File: src/lemc_defines.svh
`ifndef LEMC_DEFINES_SVH
`define LEMC_DEFINES_SVH

// clock rate in kHz
`define LEMC_CLK_KHZ        25000
// program pulse width in microseconds
`define LEMC_PULSE_US       100
// pulse cycles: 100 us at 25 MHz
`define LEMC_PULSE_CYC      ((`LEMC_PULSE_US * `LEMC_CLK_KHZ) / 1000)
// setup/hold time in microseconds (address, data, supply)
`define LEMC_SETUP_US       2
`define LEMC_SETUP_CYC      (((`LEMC_SETUP_US * `LEMC_CLK_KHZ) + 999) / 1000)
// output-enable to data valid in program verify, ns
`define LEMC_GATE_NS        150
`define LEMC_GATE_CYC       (((`LEMC_GATE_NS * `LEMC_CLK_KHZ) + 999999) / 1000000)
// output float after output enable rises, ns
`define LEMC_FLOAT_NS       130
`define LEMC_FLOAT_CYC      (((`LEMC_FLOAT_NS * `LEMC_CLK_KHZ) + 999999) / 1000000)
// synchroniser delay on the data pins, cycles
`define LEMC_SYNC_CYC       2
// pulse budget per byte
`define LEMC_MAX_PULSES     25
// erased byte value
`define LEMC_ERASED         8'hff
// identifier address: bit zero selects maker or part code
`define LEMC_ID_MAKER_ADDR  15'h0000
`define LEMC_ID_PART_ADDR   15'h0001

`endif

File: src/lemc_pkg.sv
package lemc_pkg;

	typedef enum logic [1:0]
	{
		LEMC_CMD_PROGRAM,
		LEMC_CMD_ID,
		LEMC_CMD_BLANK
	} lemc_cmd_t;

endpackage

File: src/lemc_timer.sv
`timescale 1ns/100ps
`include "lemc_defines.svh"

module lemc_timer
#(
	parameter int W = 12
)
(
	// clock and reset
	input  wire logic         clock,
	input  wire logic         resetn,
	// control
	input  wire logic         load,
	input  wire logic [W-1:0] count,
	output logic              done
);

	logic [W-1:0] cnt_r;

	always_ff @(posedge clock or negedge resetn)
	begin
		if (!resetn)
			cnt_r <= '0;
		else if (load)
			cnt_r <= count;
		else if (cnt_r != '0)
			cnt_r <= cnt_r - 1'b1;
	end

	// done must not look at load, or load and done would chase each other
	assign done = (cnt_r == '0);

endmodule

File: src/lemc_programmer.sv
`timescale 1ns/100ps
`include "lemc_defines.svh"

module lemc_programmer
	import lemc_pkg::*;
#(
	parameter int AW         = 15,
	parameter int MAX_PULSES = `LEMC_MAX_PULSES
)
(
	// clock and reset
	input  wire logic          clock,
	input  wire logic          resetn,
	// command port
	input  wire logic          start,
	input  wire lemc_cmd_t     cmd,
	input  wire logic [AW-1:0] first_addr,
	input  wire logic [AW-1:0] last_addr,
	output logic               busy,
	output logic               done,
	output logic               failed,
	output logic [AW-1:0]      fail_addr,
	output logic [7:0]         maker_code,
	output logic [7:0]         part_code,
	// write data source
	output logic               wdata_req,
	output logic [AW-1:0]      wdata_addr,
	input  wire logic [7:0]    wdata,
	// device pins
	output logic [AW-1:0]      mem_addr,
	output logic               chip_sel_n,
	output logic               out_en_n,
	output logic               latch_strobe,
	output logic               prog_supply_on,
	output logic               prog_vcc_on,
	output logic               id_voltage_on,
	input  wire logic [7:0]    data_in,
	output logic [7:0]         data_out,
	output logic               data_oe
);

	////////////////////////////////////////////////////////////////////////////////
	typedef enum logic [3:0]
	{
		ST_IDLE, ST_SUPPLY, ST_LOAD, ST_SETUP, ST_PULSE, ST_HOLD,
		ST_VERIFY, ST_FLOAT, ST_NEXT, ST_ID, ST_END
	} lemc_state_t;

	localparam int TW = 12;

	lemc_state_t     state_r;
	logic [AW-1:0]   addr_r;
	logic [7:0]      wbyte_r;
	logic [7:0]      din_s1_r;
	logic [7:0]      din_s2_r;
	logic [7:0]      rbyte_r;
	logic [5:0]      pulses_r;
	logic            id_part_r;
	logic            blank_r;
	logic            load;
	logic [TW-1:0]   load_cnt;
	logic            t_done;

	// expected read-back: only zeros get programmed, so blank check wants all ones
	function automatic logic [7:0] expect_byte(input logic blank, input logic [7:0] w);
		expect_byte = blank ? `LEMC_ERASED : w;
	endfunction

	lemc_timer #(.W(TW)) u_timer
	(
		.clock  (clock),
		.resetn (resetn),
		.load   (load),
		.count  (load_cnt),
		.done   (t_done)
	);

	////////////////////////////////////////////////////////////////////////////////
	// data pins are asynchronous to us: two flops before any use
	always_ff @(posedge clock or negedge resetn)
	begin
		if (!resetn)
		begin
			din_s1_r <= 8'h00;
			din_s2_r <= 8'h00;
		end
		else
		begin
			din_s1_r <= data_in;
			din_s2_r <= din_s1_r;
		end
	end

	////////////////////////////////////////////////////////////////////////////////
	// timer loads on start and on leaving each timed state, except SETUP in blank check
	always_comb
	begin
		load = 1'b0;
		load_cnt = '0;
		if (state_r == ST_SUPPLY && t_done)
		begin
			load = 1'b1;
			load_cnt = TW'(`LEMC_SETUP_CYC);
		end
		else if (state_r == ST_SETUP && t_done)
		begin
			load = !blank_r;
			load_cnt = TW'(`LEMC_PULSE_CYC);
		end
		else if ((state_r == ST_PULSE || state_r == ST_NEXT) && t_done)
		begin
			load = 1'b1;
			load_cnt = TW'(`LEMC_SETUP_CYC);
		end
		else if (state_r == ST_HOLD && t_done)
		begin
			load = 1'b1;
			load_cnt = TW'(`LEMC_GATE_CYC + `LEMC_SYNC_CYC);
		end
		else if (state_r == ST_VERIFY && t_done)
		begin
			load = 1'b1;
			load_cnt = TW'(`LEMC_FLOAT_CYC);
		end
		else if (state_r == ST_FLOAT && t_done)
		begin
			// a retry pulse needs its data setup again
			load = 1'b1;
			load_cnt = TW'(`LEMC_SETUP_CYC);
		end
		else if (state_r == ST_ID && t_done)
		begin
			load = 1'b1;
			load_cnt = TW'(`LEMC_GATE_CYC + `LEMC_SYNC_CYC);
		end
		else if (state_r == ST_IDLE && start)
		begin
			load = 1'b1;
			load_cnt = TW'(`LEMC_SETUP_CYC);
		end
	end

	////////////////////////////////////////////////////////////////////////////////
	// sequencer
	always_ff @(posedge clock or negedge resetn)
	begin
		if (!resetn)
		begin
			state_r   <= ST_IDLE;
			addr_r    <= '0;
			wbyte_r   <= 8'h00;
			rbyte_r   <= 8'h00;
			pulses_r  <= '0;
			id_part_r <= 1'b0;
			blank_r   <= 1'b0;
			failed    <= 1'b0;
			fail_addr <= '0;
			done      <= 1'b0;
			maker_code <= 8'h00;
			part_code <= 8'h00;
		end
		else
		begin
			done <= 1'b0;
			case (state_r)
				ST_IDLE:
					if (start)
					begin
						addr_r    <= (cmd == LEMC_CMD_ID) ? `LEMC_ID_MAKER_ADDR : first_addr;
						id_part_r <= 1'b0;
						blank_r   <= (cmd == LEMC_CMD_BLANK);
						failed    <= 1'b0;
						state_r   <= (cmd == LEMC_CMD_ID) ? ST_ID : ST_SUPPLY;
					end
				ST_SUPPLY:
					if (t_done)
						state_r <= ST_LOAD;
				ST_LOAD:
				begin
					wbyte_r  <= wdata;
					pulses_r <= '0;
					state_r  <= ST_SETUP;
				end
				ST_SETUP:
					if (t_done)
						state_r <= blank_r ? ST_HOLD : ST_PULSE;
				ST_PULSE:
					if (t_done)
					begin
						pulses_r <= pulses_r + 6'd1;
						state_r  <= ST_HOLD;
					end
				ST_HOLD:
					if (t_done)
						state_r <= ST_VERIFY;
				ST_VERIFY:
					if (t_done)
					begin
						// take the byte while it is driven; the pins float in FLOAT
						rbyte_r <= din_s2_r;
						state_r <= ST_FLOAT;
					end
				ST_FLOAT:
					if (t_done)
					begin
						if (rbyte_r == expect_byte(blank_r, wbyte_r))
							state_r <= ST_NEXT;
						else if (blank_r || pulses_r >= 6'(MAX_PULSES))
						begin
							failed    <= 1'b1;
							fail_addr <= addr_r;
							state_r   <= ST_END;
						end
						else
							state_r <= ST_SETUP;
					end
				ST_NEXT:
					if (addr_r == last_addr)
						state_r <= ST_END;
					else
					begin
						addr_r  <= addr_r + 1'b1;
						state_r <= ST_LOAD;
					end
				ST_ID:
					if (t_done)
					begin
						// address pins act directly, no strobe needed
						if (id_part_r)
						begin
							part_code <= din_s2_r;
							state_r   <= ST_END;
						end
						else
						begin
							maker_code <= din_s2_r;
							id_part_r  <= 1'b1;
							addr_r     <= `LEMC_ID_PART_ADDR;
						end
					end
				ST_END:
				begin
					done    <= 1'b1;
					state_r <= ST_IDLE;
				end
				default:
					state_r <= ST_IDLE;
			endcase
		end
	end

	////////////////////////////////////////////////////////////////////////////////
	// pin drive
	logic supplies;
	assign supplies = (state_r inside {ST_SUPPLY, ST_LOAD, ST_SETUP, ST_PULSE, ST_HOLD,
		ST_VERIFY, ST_FLOAT, ST_NEXT});

	assign busy           = (state_r != ST_IDLE);
	assign wdata_req      = (state_r == ST_LOAD);
	assign wdata_addr     = addr_r;
	assign mem_addr       = addr_r;
	// raised supply bypasses the latch; strobe kept high (transparent) anyway
	assign latch_strobe   = 1'b1;
	assign prog_supply_on = supplies;
	assign prog_vcc_on    = supplies;
	assign id_voltage_on  = (state_r == ST_ID);
	// select pulses low for the program pulse and is held low in ID; high elsewhere inhibits
	assign chip_sel_n     = !((state_r == ST_PULSE) || (state_r == ST_ID));
	// enable alone gates the read; select stays high in verify
	assign out_en_n       = !((state_r == ST_VERIFY) || (state_r == ST_ID));
	assign data_out       = wbyte_r;
	assign data_oe        = (state_r == ST_SETUP) || (state_r == ST_PULSE)
		|| (state_r == ST_HOLD);

endmodule

File: config.mk
export PLATFORM = sky130hd
export DESIGN_NAME = lemc_programmer
export DESIGN_NICKNAME = d
export VERILOG_FILES = /design/src/lemc_pkg.sv /design/src/lemc_timer.sv /design/src/lemc_programmer.sv
export VERILOG_INCLUDE_DIRS = /design/src /design/src/src
export SDC_FILE = /design/constraint.sdc
export NUM_CORES = 1
export LEC_CHECK = 0
export ABC_AREA = 1
export BUFFER_PORTS_ARGS = -buffer_cell sky130_fd_sc_hd__clkbuf_2
export CAP_MARGIN = 0
export CORE_MARGIN = 10
export CORE_UTILIZATION = 45
export DETAILED_ROUTE_END_ITERATION = 10
export MAX_ROUTING_LAYER = met4
export PLACE_DENSITY = 0.66
export SLEW_MARGIN = 10
export SYNTH_ARGS = -nofsm -noshare
export SYNTH_HDL_FRONTEND = slang
export SYNTH_SLANG_ARGS = --single-unit
File: constraint.sdc
create_clock -name clock -period 5.7 [get_ports clock]
set_input_delay 0.57 -clock clock [delete_from_list [all_inputs] [get_ports clock]]
set_output_delay 0.57 -clock clock [all_outputs]
set_load 0.01 [all_outputs]
; Word level (Yosys, flattened, before mapping)
; Index checks and enable logic that the tools add are counted.
[word_totals]
reg_bits = 104
in_bits = 51
wordCells = 135
[op_classes]
add_sub_neg = 3
n_lt_le_gt_ge = 1
n_eq_ne = 27
muxes = 50
bitwise_logic = 2
reduce_logical = 37
[op_table]
columns = operator, count
row1 = two-way mux 15 bit, 5
row2 = two-way mux 4 bit, 13
row3 = two-way mux 12 bit, 4
row4 = one-hot mux 15 bit (3 select lines), 1
row5 = two-way mux 6 bit, 7
row6 = one-hot mux 4 bit (10 select lines), 1
row7 = "!= test 2 bit, second input constant", 11
row8 = "equality test 4 x 3 -> 1 bit, second input constant", 4
row9 = "adder 15 x 1 -> 15 bit, second input constant", 1
row10 = equality test 15 bit, 1
row11 = two-way mux 1 bit, 15
row12 = "equality test 4 bit, second input constant", 3
row13 = zero test 12 bit, 1
row14 = one-hot mux 6 bit (2 select lines), 1
row15 = nonzero test 12 bit, 1
row16 = "subtractor 12 x 1 -> 12 bit, second input constant", 1
row17 = AND reduction 5 bit, 2
row18 = AND reduction 3 bit, 3
row19 = AND reduction 9 bit, 1
row20 = "equality test 4 x 2 -> 1 bit, second input constant", 2
row21 = equality test 8 bit, 1
row22 = logical AND 1 bit, 8
row23 = two-way mux 8 bit, 1
row24 = nonzero test 2 bit, 4
row25 = other kinds (16), 28

; Depth between registers and ports, before layout
[depth]
word_depth = 11
depth_mapped = 16
ltp_nobuf = 15

; Modules after synthesis
; From an unflattened synthesis, not the netlist that was laid out.
[unflattened]
cells_unflattened = 748
hier_area_um2 = 5589.1
[modules_own_cells]
columns = mod, n_inst, cells_each, area_per_inst_um2, seq_area_each_um2
row1 = lemc_programmer, 1, 626, 4754.6, 2302.2
row2 = lemc_timer, 1, 122, 834.6, 300.3

; Worst setup path before layout
; OpenSTA, ideal clock, no wires.
[synth_timing]
kind = register to output
start = register state_r[3]
end = output prog_vcc_on
arrival_time_ns = 1.256
required_time_ns = 5.130
path_slack_ns = 3.874
path_stages_with_launch = 8
cell_sequence = dfrtp_1 > inv_2 > nand2_1 > nor2_2 > inv_1 > nand2_1 > a21oi_1 > buf_4
[synth_between]
elab_chain_len = 2
word_cells_on_any_way = 9
cone_classes = 8 x eq/ne / 1 x reduce/logical
[synth_rtl]
columns = item, line_no
row1 = from (decl), lemc_programmer.sv:51  ; lemc_state_t state_r;
row2 = from (signal assigned), lemc_programmer.sv:173  ; state_r <= (cmd == LEMC_CMD_ID) ? ST_ID : ST_SUPPLY;
row3 = from (signal assigned), lemc_programmer.sv:186  ; state_r <= blank_r ? ST_HOLD : ST_PULSE;
row4 = "equality test 4 x 1 -> 1 bit, or another cell as far along", lemc_programmer.sv:255  ; assign supplies = (state_r inside {ST_SUPPLY, ST_LOAD, ST_SETUP, ST_PULSE, ST_HOLD,
row5 = nonzero test 8 bit *, lemc_programmer.sv:255
row6 = to (decl), lemc_programmer.sv:35  ; output logic prog_vcc_on,
; Mark *: on every way between the ends. The rest lies on a longest branch, timed or not.

; Worst setup path after layout
[layout_timing]
start = register state_r[0]
end = output wdata_req
[layout_between]
elab_chain_len = 1
[layout_rtl]
columns = item, line_no
row1 = equality test 4 x 2 -> 1 bit, lemc_programmer.sv:259  ; assign wdata_req = (state_r == ST_LOAD);
row2 = to (decl), lemc_programmer.sv:26  ; output logic wdata_req,
; Every way passes these cells.

==> flow_metrics.tcl <==
set metrics [dict create \
    cp-end-kind "output port" \
    relSlewSlack_pct 44.0 \
    crit_start "state_r[0]" \
    maxCapViolCount 0 \
    place_hpwl_mm 11.4 \
    synth_seq_cells 104 \
    layout.cell_area.non_filler_um2 6270 \
    die-area_um2 16700 \
    crit_arrival_ns 1.90 \
    dpl_worst_slack_ns 3.29 \
    finalPower_mw 2.83 \
    final_cells 911 \
    viasPerCell 5.17 \
    grt_max_degree 68 \
    cts.sinks 104 \
    cts_resized 0 \
    grt_setup_unrepaired "no" \
    finalHoldViolations 0 \
    multiInputGateArea_um2 2320 \
    yosys_warnings 0 \
    grt_pass1_vias 4682 \
    final.setup.worst_slack_ns 3.23 \
    layout_common_cells "nand2_1 (180), clkbuf_2 (128), dfrtp_1 (104)" \
    synth_adder_area_share_pct 1.40 \
    post-route-drc-count 0 \
    cts_hold_buffers 0 \
    utilization_pct 54.2 \
    post_drt_wl_per_cell_um 16.3 \
    final_layout_size_suffix_gt1_share_pct 24.3 \
    cp.required_ns 5.13 \
    tns_ns 0 \
    worst_pin_slew_ns 0.839 \
    fillers 1104 \
    start_kind "register" \
    peakVddDrop_mv 0.224 \
    synth_top_family_by_area "simple AND/OR/NAND/NOR gates" \
    seqCellArea_um2 2600 \
    port_buffers 129 \
    fin_skew_ns 0.0104 \
    power_density_nw_per_um2 452 \
    place_congestion 0.955 \
    layout_min_cycle_time_ns 2.47 \
    period_share_pct 43.4 \
    die_width_um 129 \
    syn_area_um2 5370 \
    status "finished clean" \
    num_rows 39 \
    drt_iter0_drc 347 \
    clock_latency_ns 0.36 \
    grt_pass1_wl_mm 23.9 \
    track_usage_pct 18.3 \
    critPathTopFamily "simple AND/OR/NAND/NOR gates" \
    netlist_instances 657 \
    cp_max_fo 11 \
    hold_class "in -> async" \
    syn_to_final_growth_pct 16.8 \
    synth_mux_area_share_pct 0 \
    r2r_start "state_r[0]" \
    cts_tree "built" \
    drt-pass1-iter-count 5 \
    wirelength_mm 14.8 \
    synth_seq_area_share_pct 48.5 \
    synthXorXnorAreaFrac_pct 4.41 \
    antenna_left 0 \
    setup_violations 0 \
    final_max_slew_viol_count 0 \
    antenna_found_initial 0 \
    ys_types 38 \
    path_clk_slew_ns 0.07 \
    root_buffer "clkbuf_16" \
    slowest_delay_ns 0.60 \
    p_leak_nw 3.25 \
    path_buf_inv 2 \
    die_h_um 129 \
    synth-simple-area-share_pct 25.8 \
    clockBufferDepth 2 \
    place_inst 895 \
    placed_area_um2 5970 \
    antenna_cells 0 \
    cts_buffers 9 \
    syn_avg_cell_area_um2 8.17 \
    layout.cells.most_common "nand2_1" \
    worstSetupPathType "reg -> out" \
    syn_nets 714 \
    holdWs_ns 0.166 \
    overflow 0 \
    htreeDepth 3 \
    core_um2 11600 \
    start_util_pct 46.4 \
    clock.fmax_mhz 404 \
    final_nets 820 \
    vias 4714 \
    ios 131 \
    cts_setup_buffers 0 \
    worstPathCellList "inv_2, nand2_1, nor2_1, clkbuf_2" \
    cp_slowest_cell "nor2_1" \
    synth_compound_area_share_pct 11.6 \
]
==> cells by family after synthesis <==
family                   after synthesis
flip-flops                           104
buffers and inverters                 92
other                                  1
AND/OR/NAND/NOR                      322
adder cells (fa/ha/maj)                6
XOR/XNOR                              27
AO/OA/AOI/OAI                        105
==> metal layers <==
metal  global-route usage (%)  share of wire (%)  vias to the layer above
li1                         -                  -                     2327
met1                     23.0                 45                     2219
met2                     29.3                 49                      154
met3                     4.12                5.1                       14
met4                     4.95                1.2                        0
met5                        -                  0                        -
==> cell usage after synthesis <==
cell      instances  share of area (%)
inv_1            50                3.5
nor4_1            3               0.35
o21ai_2          11                1.8
a32oi_1           3               0.49
ha_1              6                1.4
nand2_1         180                 13
buf_6             3               0.63
o21ai_0          53                4.9
conb_1            1              0.070
a31oi_1           6               0.70
clkbuf_1          7               0.49
a32o_1            2               0.37
nand4_1          10                1.2
dfrtp_1         104                 48
buf_2             7               0.65
o22ai_2           1               0.23
nor2_2            3               0.35
a21oi_1          13                1.2
xor2_1           12                2.0
nor3_2            1               0.19
or2_2             5               0.58
o22ai_1           1               0.12
xnor2_1          15                2.4
nand3b_1          2               0.28
o21ai_1          10               0.93
nor2_1           62                4.3
o21a_1            2               0.28
nand3_1          35                3.3
o211ai_1          1               0.14
nand2_2           7               0.82
buf_4            17                2.4
nor3_1            9               0.84
nand2_4           1               0.21
nor2_4            4               0.84
a211oi_2          1               0.23
clkbuf_2          1              0.093
inv_2             7               0.49
o21bai_1          1               0.14
==> layout make-up <==
type	count	area share (%)
inverter	57	3.41
multi-input combinational	461	37.1
tap	143	2.85
sequential	104	41.5
clock inverter	7	1.10
clock buffer	9	3.59
timing repair buffer	130	10.5
==> report_power, final <==
part	total (mW)	switching, mW	leakage [nW]	internal (mW)
Sequential	1.11	0.221	1.36	0.888
Clock	0.616	0.308	0.143	0.309
Combinational	1.11	0.703	1.74	0.403
==> worst paths after layout <==
path | end | slack, ns | cells after the start
worst max-delay path | wdata_req | 3.23 | 4
worst min-delay path | pulses_r[2] | 0.17 | 1
worst max register to register | pulses_r[5] | 3.28 | 9
worst min register to register | din_s2_r[1] | 0.35 | 0
max in group asynchronous | mem_addr[10] | 4.33 | 2
min in group clock | din_s1_r[1] | 0.31 | 1
Note: power is estimated with default switching activity, not from simulation.
